File: src/hdl/rxdwb_pkg.sv
package rxdwb_pkg;

  // ----------------------------------------------------------------
  // Register map (APB byte addresses)
  // ----------------------------------------------------------------
  localparam logic [7:0] ADDR_CTRL = 8'h00;
  localparam logic [7:0] ADDR_BASE = 8'h04;
  localparam logic [7:0] ADDR_STAT = 8'h08;
  localparam logic [7:0] ADDR_LAST0 = 8'h0c;
  localparam logic [7:0] ADDR_LAST1 = 8'h10;

  // Control register fields
  localparam int CTRL_FMT_LSB = 0;
  localparam int CTRL_FMT_W = 8;
  localparam int CTRL_LOOKAHEAD_CHAIN_ENABLE_BIT = 8;
  localparam int CTRL_LABEL_BIT = 9;
  localparam int CTRL_BREJ_BIT = 10;
  localparam int CTRL_STRIP_BIT = 11;
  localparam int CTRL_LOOP_BIT = 12;
  localparam int CTRL_EN_BIT = 13;
  localparam logic [31:0] CTRL_RESET = 32'h0000_0000;

  // Format select values
  localparam logic [7:0] FMT_16BIT = 8'h00;
  localparam logic [7:0] FMT_TAG = 8'h03;
  localparam logic [7:0] FMT_VLAN = 8'h04;

  // ----------------------------------------------------------------
  // Descriptor layout
  // ----------------------------------------------------------------
  localparam logic [31:0] DESC_STRIDE = 32'h0000_0010;
  localparam logic [31:0] OFS_LEN = 32'h0000_0000;
  localparam logic [31:0] OFS_STATUS = 32'h0000_0004;
  localparam logic [31:0] OFS_BUFPTR = 32'h0000_0008;
  localparam logic [31:0] OFS_USER = 32'h0000_000c;
  localparam int OWN_BIT = 31;
  localparam int ERR_BIT = 30;
  localparam int ALIGN_BIT = 29;
  localparam int FIFO_OVERRUN_FLAG_BIT = 28;
  localparam int FCS_BIT = 27;
  localparam int FIRST_BIT = 25;
  localparam int LAST_BIT = 24;
  localparam int UCAST_BIT = 22;
  localparam int HASH_BIT = 21;
  localparam int BCAST_BIT = 20;
  localparam int TAGK_LSB = 18;
  localparam int HI_LSB = 16;
  localparam logic [1:0] TAGK_UNTAGGED = 2'h1;
  localparam logic [1:0] TAGK_PRIO = 2'h2;
  localparam logic [1:0] TAGK_VLAN = 2'h3;

  // Length reporting
  localparam logic [15:0] STRIP_LIMIT = 16'h002e;
  localparam logic [15:0] HDR_BYTES = 16'h000e;

  // Frame report from the receive path
  typedef struct packed {
    logic [15:0] rx_len;
    logic [15:0] len_field;
    logic odd_bits;
    logic fcs_bad;
    logic mii_err;
    logic overrun;
    logic last;
    logic da_ucast;
    logic da_bcast;
    logic hash_pass;
    logic [14:0] label;
    logic [15:0] tci;
    logic [1:0] tag_kind;
  } rxdwb_report_t;

  // Memory master request
  typedef struct packed {
    logic wr;
    logic [31:0] addr;
    logic [31:0] wdata;
  } rxdwb_mreq_t;

endpackage : rxdwb_pkg

File: src/hdl/rxdwb_top.sv
// Design decisions made here: the register addresses and the APB register port.
`timescale 1ns/100ps
// Summary of operation
// - Bit 31 owns entry; host sets after emptying, device clears after filling.
// - Party that gave up ownership never touches the entry again.
// - Error summary bit 30 is OR of alignment, overrun, FCS errors.
// - Alignment fault needs odd bit count and FCS failure together.
// - Alignment and FCS bits meaningful only at last buffer without overrun.
// - Overrun bit 28 set when frame data lost to FIFO overflow.
// - FCS error bit 27 on FCS mismatch or MII receive error.
// - First-buffer bit 25 set by device unless lookahead chaining enabled.
// - Last-buffer bit 24 marks final buffer of a frame.
// - Unicast match bit 22 for physical address acceptance, last buffer only.
// - Hash match bit 21 for hash filter acceptance, last buffer only.
// - Broadcast with reject clear sets only broadcast match, not hash.
// - Broadcast match bit 20 for broadcast acceptance, last buffer only.
// - Address-match bits absent in 16-bit descriptor format.
// - Buffer length field bits 15-0 is read, never modified.
// - Length includes FCS; stripped short frames report 14 plus length field.
// - Received length written in bits 15-0 of word offset 0.
// - Tag layout puts frame label in bits 30-16; zero when disabled.
// - VLAN layout copies tag control information into bits 31-16.
// - VLAN layout tag kind bits 19-18: 01, 10, 11; never 00.
// - Buffer pointer read from offset 8; offset 0Ch never accessed.
// - Format 3 tag layout, 4 VLAN layout, 0 16-bit structures.
module rxdwb_top (
  input wire logic pclk,
  input wire logic presetn,
  input wire logic psel,
  input wire logic penable,
  input wire logic pwrite,
  input wire logic [7:0] paddr,
  input wire logic [31:0] pwdata,
  output logic [31:0] prdata,
  output logic pready,
  output logic pslverr,
  input wire logic rpt_valid,
  output logic rpt_ready,
  input wire rxdwb_pkg::rxdwb_report_t rpt,
  output rxdwb_pkg::rxdwb_mreq_t mreq,
  output logic mreq_valid,
  input wire logic mreq_ready,
  input wire logic [31:0] mrdata,
  output logic [31:0] buf_ptr,
  output logic buf_ptr_valid
);
  import rxdwb_pkg::*;

  typedef enum logic [2:0] {
    ST_IDLE, ST_RD_STAT, ST_RD_PTR, ST_WR_LEN, ST_WR_STAT
  } rxdwb_state_t;

  rxdwb_state_t state_reg;
  logic [31:0] ctrl_reg;
  logic [31:0] base_reg;
  logic [31:0] stat_reg;
  logic [31:0] last_len_reg;
  logic [31:0] last_stat_reg;
  rxdwb_report_t rpt_reg;
  logic [31:0] host_stat_reg;
  logic [31:0] len_word;
  logic [31:0] stat_word;
  logic [31:0] desc_addr;
  logic [7:0] fmt;
  logic fmt_ok;
  logic fmt32;
  logic apb_wr;
  logic apb_acc;
  logic [15:0] rep_len;
  logic fcs_err;
  logic align_err;
  logic bcast_only;
  logic err_sum;
  logic own_seen;

  assign fmt = ctrl_reg[CTRL_FMT_LSB +: CTRL_FMT_W];
  // Format select decode
  assign fmt_ok = (fmt == FMT_TAG) || (fmt == FMT_VLAN);
  assign fmt32 = (fmt != FMT_16BIT);
  assign desc_addr = base_reg;

  // ----------------------------------------------------------------
  // APB slave: zero wait states, unmapped reads zero with error
  // ----------------------------------------------------------------
  assign pready = 1'b1;
  assign apb_acc = psel && penable;
  assign apb_wr = apb_acc && pwrite;

  always_comb begin
    prdata = 32'h0000_0000;
    pslverr = 1'b0;
    if (apb_acc) begin
      unique case (paddr)
        ADDR_CTRL: prdata = ctrl_reg;
        ADDR_BASE: prdata = base_reg;
        ADDR_STAT: prdata = stat_reg;
        ADDR_LAST0: prdata = last_len_reg;
        ADDR_LAST1: prdata = last_stat_reg;
        default: pslverr = 1'b1;
      endcase
    end
  end

  // Control register, software only
  always_ff @(posedge pclk or negedge presetn) begin
    if (!presetn) begin
      ctrl_reg <= CTRL_RESET;
    end else if (apb_wr && paddr == ADDR_CTRL) begin
      ctrl_reg <= pwrite ? pwdata : ctrl_reg;
    end
  end

  // Descriptor pointer; advances one stride after each handed-back entry
  always_ff @(posedge pclk or negedge presetn) begin
    if (!presetn) begin
      base_reg <= 32'h0000_0000;
    end else if (state_reg == ST_WR_STAT && mreq_ready) begin
      base_reg <= base_reg + DESC_STRIDE;
    end else if (apb_wr && paddr == ADDR_BASE) begin
      base_reg <= pwdata;
    end
  end

  // ----------------------------------------------------------------
  // Field computation
  // ----------------------------------------------------------------
  // Short stripped frames report header plus length field
  always_comb begin
    rep_len = rpt_reg.rx_len;
    if (ctrl_reg[CTRL_STRIP_BIT] && rpt_reg.len_field < STRIP_LIMIT) begin
      rep_len = HDR_BYTES + rpt_reg.len_field;
    end
  end

  // FCS and alignment bits only land in the final buffer with no overrun
  assign fcs_err = rpt_reg.last && !rpt_reg.overrun &&
                   (rpt_reg.fcs_bad || rpt_reg.mii_err);
  // Odd bit count alone is harmless; loopback gives it no meaning
  assign align_err = rpt_reg.last && !rpt_reg.overrun && rpt_reg.odd_bits &&
                     rpt_reg.fcs_bad && !ctrl_reg[CTRL_LOOP_BIT];
  assign err_sum = align_err || rpt_reg.overrun || fcs_err;
  // Broadcast with reject clear suppresses the hash flag
  assign bcast_only = rpt_reg.da_bcast && !ctrl_reg[CTRL_BREJ_BIT];

  // Length word: label or tag info above, count below
  always_comb begin
    len_word = 32'h0000_0000;
    len_word[15:0] = rep_len;
    if (fmt == FMT_TAG && ctrl_reg[CTRL_LABEL_BIT]) begin
      len_word[30:HI_LSB] = rpt_reg.label;
    end else if (fmt == FMT_VLAN) begin
      len_word[31:HI_LSB] = rpt_reg.tci;
    end
  end

  // Status word; low half keeps the host's buffer length untouched
  always_comb begin
    stat_word = 32'h0000_0000;
    stat_word[OWN_BIT] = 1'b0;
    stat_word[ERR_BIT] = err_sum;
    stat_word[ALIGN_BIT] = align_err;
    stat_word[FIFO_OVERRUN_FLAG_BIT] = rpt_reg.overrun;
    stat_word[FCS_BIT] = fcs_err;
    // Host owns the first flag in lookahead mode, so pass its copy back
    stat_word[FIRST_BIT] = ctrl_reg[CTRL_LOOKAHEAD_CHAIN_ENABLE_BIT] ? host_stat_reg[FIRST_BIT]
                                                     : 1'b1;
    stat_word[LAST_BIT] = rpt_reg.last;
    if (fmt32 && rpt_reg.last) begin
      stat_word[UCAST_BIT] = rpt_reg.da_ucast;
      stat_word[HASH_BIT] = rpt_reg.hash_pass && !bcast_only;
      stat_word[BCAST_BIT] = rpt_reg.da_bcast;
    end
    if (fmt == FMT_VLAN) begin
      stat_word[TAGK_LSB +: 2] = (rpt_reg.tag_kind == 2'h0) ? TAGK_UNTAGGED
                                                            : rpt_reg.tag_kind;
    end
    stat_word[15:0] = host_stat_reg[15:0];
  end

  // ----------------------------------------------------------------
  // Descriptor sequencer
  // ----------------------------------------------------------------
  // Report accepted only when idle, enabled and format supported
  assign rpt_ready = (state_reg == ST_IDLE) && ctrl_reg[CTRL_EN_BIT] && fmt_ok;
  assign own_seen = mrdata[OWN_BIT];

  // Status word is last so ownership returns after all fields land
  always_ff @(posedge pclk or negedge presetn) begin
    if (!presetn) begin
      state_reg <= ST_IDLE;
    end else begin
      unique case (state_reg)
        ST_IDLE: if (rpt_valid && rpt_ready) state_reg <= ST_RD_STAT;
        ST_RD_STAT: begin
          // Not ours yet: poll again, leave the entry alone
          if (mreq_ready && own_seen) state_reg <= ST_RD_PTR;
        end
        ST_RD_PTR: if (mreq_ready) state_reg <= ST_WR_LEN;
        ST_WR_LEN: if (mreq_ready) state_reg <= ST_WR_STAT;
        ST_WR_STAT: if (mreq_ready) state_reg <= ST_IDLE;
      endcase
    end
  end

  // Frame report capture
  always_ff @(posedge pclk or negedge presetn) begin
    if (!presetn) begin
      rpt_reg <= '0;
    end else if (rpt_valid && rpt_ready) begin
      rpt_reg <= rpt;
    end
  end

  // Host-owned status word copy
  always_ff @(posedge pclk or negedge presetn) begin
    if (!presetn) begin
      host_stat_reg <= 32'h0000_0000;
    end else if (state_reg == ST_RD_STAT && mreq_ready) begin
      host_stat_reg <= mrdata;
    end
  end

  // Buffer pointer handed to the data mover
  always_ff @(posedge pclk or negedge presetn) begin
    if (!presetn) begin
      buf_ptr <= 32'h0000_0000;
      buf_ptr_valid <= 1'b0;
    end else if (state_reg == ST_RD_PTR && mreq_ready) begin
      buf_ptr <= mrdata;
      buf_ptr_valid <= 1'b1;
    end else if (state_reg == ST_IDLE) begin
      buf_ptr_valid <= 1'b0;
    end
  end

  // Memory request; offset 0Ch is never addressed
  always_comb begin
    mreq = '0;
    mreq_valid = 1'b1;
    unique case (state_reg)
      ST_IDLE: mreq_valid = 1'b0;
      ST_RD_STAT: mreq.addr = desc_addr + OFS_STATUS;
      ST_RD_PTR: mreq.addr = desc_addr + OFS_BUFPTR;
      ST_WR_LEN: begin
        mreq.wr = 1'b1;
        mreq.addr = desc_addr + OFS_LEN;
        mreq.wdata = len_word;
      end
      ST_WR_STAT: begin
        mreq.wr = 1'b1;
        mreq.addr = desc_addr + OFS_STATUS;
        mreq.wdata = stat_word;
      end
    endcase
  end

  // Status and last written words for software
  always_ff @(posedge pclk or negedge presetn) begin
    if (!presetn) begin
      stat_reg <= 32'h0000_0000;
      last_len_reg <= 32'h0000_0000;
      last_stat_reg <= 32'h0000_0000;
    end else begin
      stat_reg <= {28'h0000000, buf_ptr_valid, fmt_ok, 1'b0,
                   state_reg != ST_IDLE};
      if (state_reg == ST_WR_LEN && mreq_ready) last_len_reg <= len_word;
      if (state_reg == ST_WR_STAT && mreq_ready) last_stat_reg <= stat_word;
    end
  end

  // ----------------------------------------------------------------
  // Assertions
  // ----------------------------------------------------------------
  a_own_released: assert property (@(posedge pclk) disable iff (!presetn)
    (state_reg == ST_WR_STAT) |-> !mreq.wdata[OWN_BIT])
    else $error("ownership flag not cleared on write-back");
  a_err_summary: assert property (@(posedge pclk) disable iff (!presetn)
    (state_reg == ST_WR_STAT) |-> (mreq.wdata[ERR_BIT] == (mreq.wdata[ALIGN_BIT] ||
      mreq.wdata[FIFO_OVERRUN_FLAG_BIT] || mreq.wdata[FCS_BIT])))
    else $error("error summary mismatch");
  a_align_needs_fcs: assert property (@(posedge pclk) disable iff (!presetn)
    (state_reg == ST_WR_STAT && mreq.wdata[ALIGN_BIT]) |-> mreq.wdata[FCS_BIT])
    else $error("alignment fault without fcs error");
  a_buflen_kept: assert property (@(posedge pclk) disable iff (!presetn)
    (state_reg == ST_WR_STAT) |-> (mreq.wdata[15:0] == host_stat_reg[15:0]))
    else $error("buffer length modified");
  a_no_user_word: assert property (@(posedge pclk) disable iff (!presetn)
    mreq_valid |-> (mreq.addr != desc_addr + OFS_USER))
    else $error("user word accessed");
  a_len_before_own: assert property (@(posedge pclk) disable iff (!presetn)
    (state_reg == ST_WR_LEN && mreq_ready) |=> (state_reg == ST_WR_STAT))
    else $error("length not followed by status write");
  a_no_match_16bit: assert property (@(posedge pclk) disable iff (!presetn)
    (state_reg == ST_WR_STAT && !fmt32) |-> (mreq.wdata[22:20] == 3'h0))
    else $error("match bits in 16-bit format");
  a_bcast_no_hash: assert property (@(posedge pclk) disable iff (!presetn)
    (state_reg == ST_WR_STAT && bcast_only) |-> !mreq.wdata[HASH_BIT])
    else $error("hash match on accepted broadcast");
  a_tag_kind_legal: assert property (@(posedge pclk) disable iff (!presetn)
    (state_reg == ST_WR_STAT && fmt == FMT_VLAN) |-> (mreq.wdata[19:18] != 2'h0))
    else $error("reserved tag kind written");
  a_strip_len: assert property (@(posedge pclk) disable iff (!presetn)
    (state_reg == ST_WR_LEN && ctrl_reg[CTRL_STRIP_BIT] && rpt_reg.len_field < STRIP_LIMIT)
    |-> (mreq.wdata[15:0] == HDR_BYTES + rpt_reg.len_field))
    else $error("stripped length wrong");

endmodule : rxdwb_top

File: config.mk
export PLATFORM = sky130hd
export DESIGN_NAME = rxdwb_top
export DESIGN_NICKNAME = d
export VERILOG_FILES = /design/src/hdl/rxdwb_pkg.sv /design/src/hdl/rxdwb_top.sv
export SDC_FILE = /design/constraint.sdc
export NUM_CORES = 1
export LEC_CHECK = 0
export ABC_AREA = 1
export BUFFER_PORTS_ARGS = -buffer_cell sky130_fd_sc_hd__buf_2
export CORE_MARGIN = 1
export CORE_UTILIZATION = 25
export DETAILED_ROUTE_END_ITERATION = 6
export HOLD_SLACK_MARGIN = 0.03
export PLACE_DENSITY_LB_ADDON = 0.25
export SLEW_MARGIN = 20
export SYNTH_ARGS = -nofsm -noshare
export SYNTH_HDL_FRONTEND = slang
export SYNTH_SLANG_ARGS = --single-unit
File: constraint.sdc
create_clock -name pclk -period 3.5 [get_ports pclk]
set_clock_uncertainty 0.1 [all_clocks]
set_input_delay 0.7 -clock pclk [delete_from_list [all_inputs] [get_ports pclk]]
set_output_delay 0.7 -clock pclk [all_outputs]
set_load 0.03 [all_outputs]
==> metrics.md <==
| Metric | Value |
|---|---|
| FMAX | ~290 MHz |
| Critical path class | flip-flop to primary output |
| Synth Cell Area | between 10000 and 15000 um^2 |
| Area grow syn2layout | 25.1% |
| Core Region | ~56000 um^2 |
| Commonest non-fill, non-tap cells in the layout | 594 x nand2_1, 282 x buf_2, 253 x nand3_1, 243 x dfrtp_1, 222 x inv_1 |
| Top Metal Used | met5 |
| Clk Latency, worst-skew pair | around 540 ps |
| Max-Cap Viols | 0 |
| Gpl congestion | 0.895 |
| Cts hold-fix bufs | 0 |
| Post-synth ARST share | 100% |
| Ys Warns | 0 |
| CTS tree | done |
| Critical path's largest stage delay | 520 ps |
| Worst path depth | 8 |
| Initial antenna violation count | 2 |
| Crit-path max FO | 12 |
| Worst reg2reg path depth | 8 |
| Yosys reg bits | between 200 and 300 |
| Mapped Nets | around 2100 |
| Setup TNS after final layout | 0 ps |
| Status | finished, final reports clean |
| Fin nets | between 2000 and 2500 |
| Critical Path AT | about 2700 ps |
| Via-to-Cell Ratio | approximately 4.6 |
| Max stage delay cell, worst path | dfrtp_1 |
| Power Dens Cells | approximately 570 nW/um^2 |
| Core Rows | slightly below 90 |
| Worst-Margin Slew | about 740 ps |
| Grt total ovfl | 0 |
| WHS | about 61 ps |
| Met2 WL | around 29 mm |
| CP top delay family | buffers and inverters |
| Power, Total | just over 10 mW |
| Max reg flops | 73 |
| Drt total wl | between 60 and 70 mm |
| Layout cell share with drive strength beyond 1 | about a quarter |
| 1st-pass router iterations | 6 |
| Post-DP HPWL | slightly below 50 mm |
| Final Hold Viols | 0 |
| Hold crit path type | input port to async pin |
| DR DRC count | 0 |
| Most common cell after layout, fill and taps aside | nand2_1 |
| Top FF cell, synth | dfrtp_1 |
| Sequential cell area | roughly 6300 um^2 |
| Mux share of post-synthesis cell area | under 10% |
| CP Data Required Time | roughly 2700 ps |
| Worst VDD drop | 285 uV |
| Post-Synth XOR/XNOR Area | less than 1% |
| Leak | roughly 9.2 nW |
| Die width | 241 um |
| CTS root buf | clkbuf_16 |
| Largest family of logic cells by synthesized area | simple AND/OR/NAND/NOR gates |
| Netlist cell types | 45 |
| Vias in the first global route | roughly 14000 |
| Seq/Total Area, Yosys | between 40 and 50% |
| End point of the critical path | mreq[53] |
| Finish-stage setup viols | 0 |
| Post-synthesis compound-gate area fraction | around 11% |
| DIE AREA | around 58000 um^2 |
| Flop-to-flop setup slack | between 800 and 900 ps |
| Final worst path period need | roughly 3500 ps |
| CTS sink cnt | approximately 250 |
| Initial DRC count | around 1000 |
| Post-DRT Antenna Nets | 0 |
| Total Routing Usage GR | about a fifth |
| Clock Pin Slew Worst Setup and Hold Paths | around 60 ps |
| Worst path bufs/invs | 4 |
| Worst reg2reg path startpoint | state_reg[0] |
| Area occupied by multi-input gates | between 6000 and 7000 um^2 |
| Num CTS Buffers | 34 |
| Tcrit/Tclk final | 98.6% |
| Die height | around 240 um |
| Port Buffers | 284 |
| Via Count | roughly 14000 |
| Startpoint Class | flip-flop |
| DR WL/cell | between 20 and 25 um |
| Initial Utilization | approximately 25% |
| Simple-Gate Fraction of Synth Area | between 30% and 40% |
| Largest net degree at the start of global routing | 147 |
| Synth Area in Adders | less than 1% |
| R2r endpoint | base_reg[22] |
| Wire length of the first global-routing pass | approximately 91 mm |
| Gate Count Post-Synth | between 1500 and 2000 |
| Io pins | 286 |
| CTS H-tree lvls | 2 |
| M1 WL | between 20 and 30 mm |
| Worst rel slew slack | between 50 and 60% |
| Syn_area_per_cell | 7.28 um^2 |
| FILL cells | between 6000 and 7000 |
| Crit path from | state_reg[0] |
| Finished Cell Area | roughly 18000 um^2 |
| Max Buffers Root-to-Sink | 3 |
| Met3 routed WL | approximately 3.3 mm |
| EDFF count, synth | 0 |
| Slew Limit Fails | 0 |
| Cell Chain, Critical Path | inv_2 -> nor2_4 -> buf_4 -> nor2_1 -> a21oi_1 -> o21ai_0 -> inv_1 -> buf_2 |
| Placed inst area | about 17000 um^2 |
| Worst Setup End Kind | primary output |
area by class of cell:
class / count / share of cell area, %
clock inverter: 13 / 0.483
clock buffer: 47 / 5.43
sequential: 252 / 35.3
antenna: 1 / 0.0140
tap: 756 / 5.29
multi-input combinational: 1382 / 37.2
timing repair buffer: 351 / 11.3
inverter: 235 / 4.96
Yosys cell counts (2+ instances only):
cell	count	area share, %
nand2_1	597	16
nand3_1	254	8.9
dfrtp_1	252	44
inv_1	223	5.9
nor2_1	159	4.2
o21ai_0	119	4.2
a21oi_1	58	2.0
o21ai_1	46	1.6
buf_2	36	1.3
o21ai_2	35	2.1
mux2_2	31	2.4
clkbuf_1	25	0.66
buf_6	14	1.1
inv_2	12	0.32
buf_4	10	0.53
nand2_2	10	0.44
o211ai_1	10	0.53
nand4_1	9	0.39
buf_1	8	0.21
nor2_2	7	0.31
xor2_1	6	0.37
nor2_4	5	0.39
nor3_1	5	0.18
ha_1	4	0.35
nand2_4	3	0.24
o22ai_1	3	0.13
clkbuf_2	2	0.070
nand3_2	2	0.14
nor3_2	2	0.14
o21a_1	2	0.11
per-layer routing:
metal / vias to the layer above / track usage, %
li1: 6863 / -
met1: 6679 / 29.0
met2: 462 / 34.9
met3: 74 / 3.23
met4: 2 / 6.23
met5: - / 0
worst min-delay path by stage:
stage,slack (ps),start,end
global route,100,presetn,buf_ptr[5]
global placement,310,buf_ptr_valid,stat_reg[3]
detailed placement,310,buf_ptr_valid,stat_reg[3]
floorplan,300,presetn,base_reg[0]
CTS,70,presetn,buf_ptr[5]
finish,60,presetn,host_stat_reg[13]
logic make-up (layout without fill, tap and decap cells):
kind of cell	after synthesis	count (layout)
xor gates and xnor gates	7	7
and+or+nand+nor	1060	1060
buffers and inverters	330	646
AOI/OAI and AO/OA	278	278
other	1	2
adders and majority gates	4	4
DFF	252	252
muxes	32	32
repair_timing:
item                                    in CTS  in global routing
endpoints found under the setup margin       9                 25
resized for setup                           12                 28
setup buffers                                0                  3
per-stage QoR:
step,setup WS [ps],instances,util (%)
3_3_place_gp,101,2973,29.6
5_1_grt,-24.4,3036,31.7
3_5_place_dp,77.8,2973,29.6
2_1_floorplan,672,1964,-
4_1_cts,2.07,3033,31.5
6_report,49.6,3037,31.7
where the power goes:
group	total (mW)	internal, mW	switching (mW)
registers	3.75	3.35	0.392
clock network	3.36	1.95	1.41
logic	3.04	0.860	2.18
(Power assumes the default switching activity.)
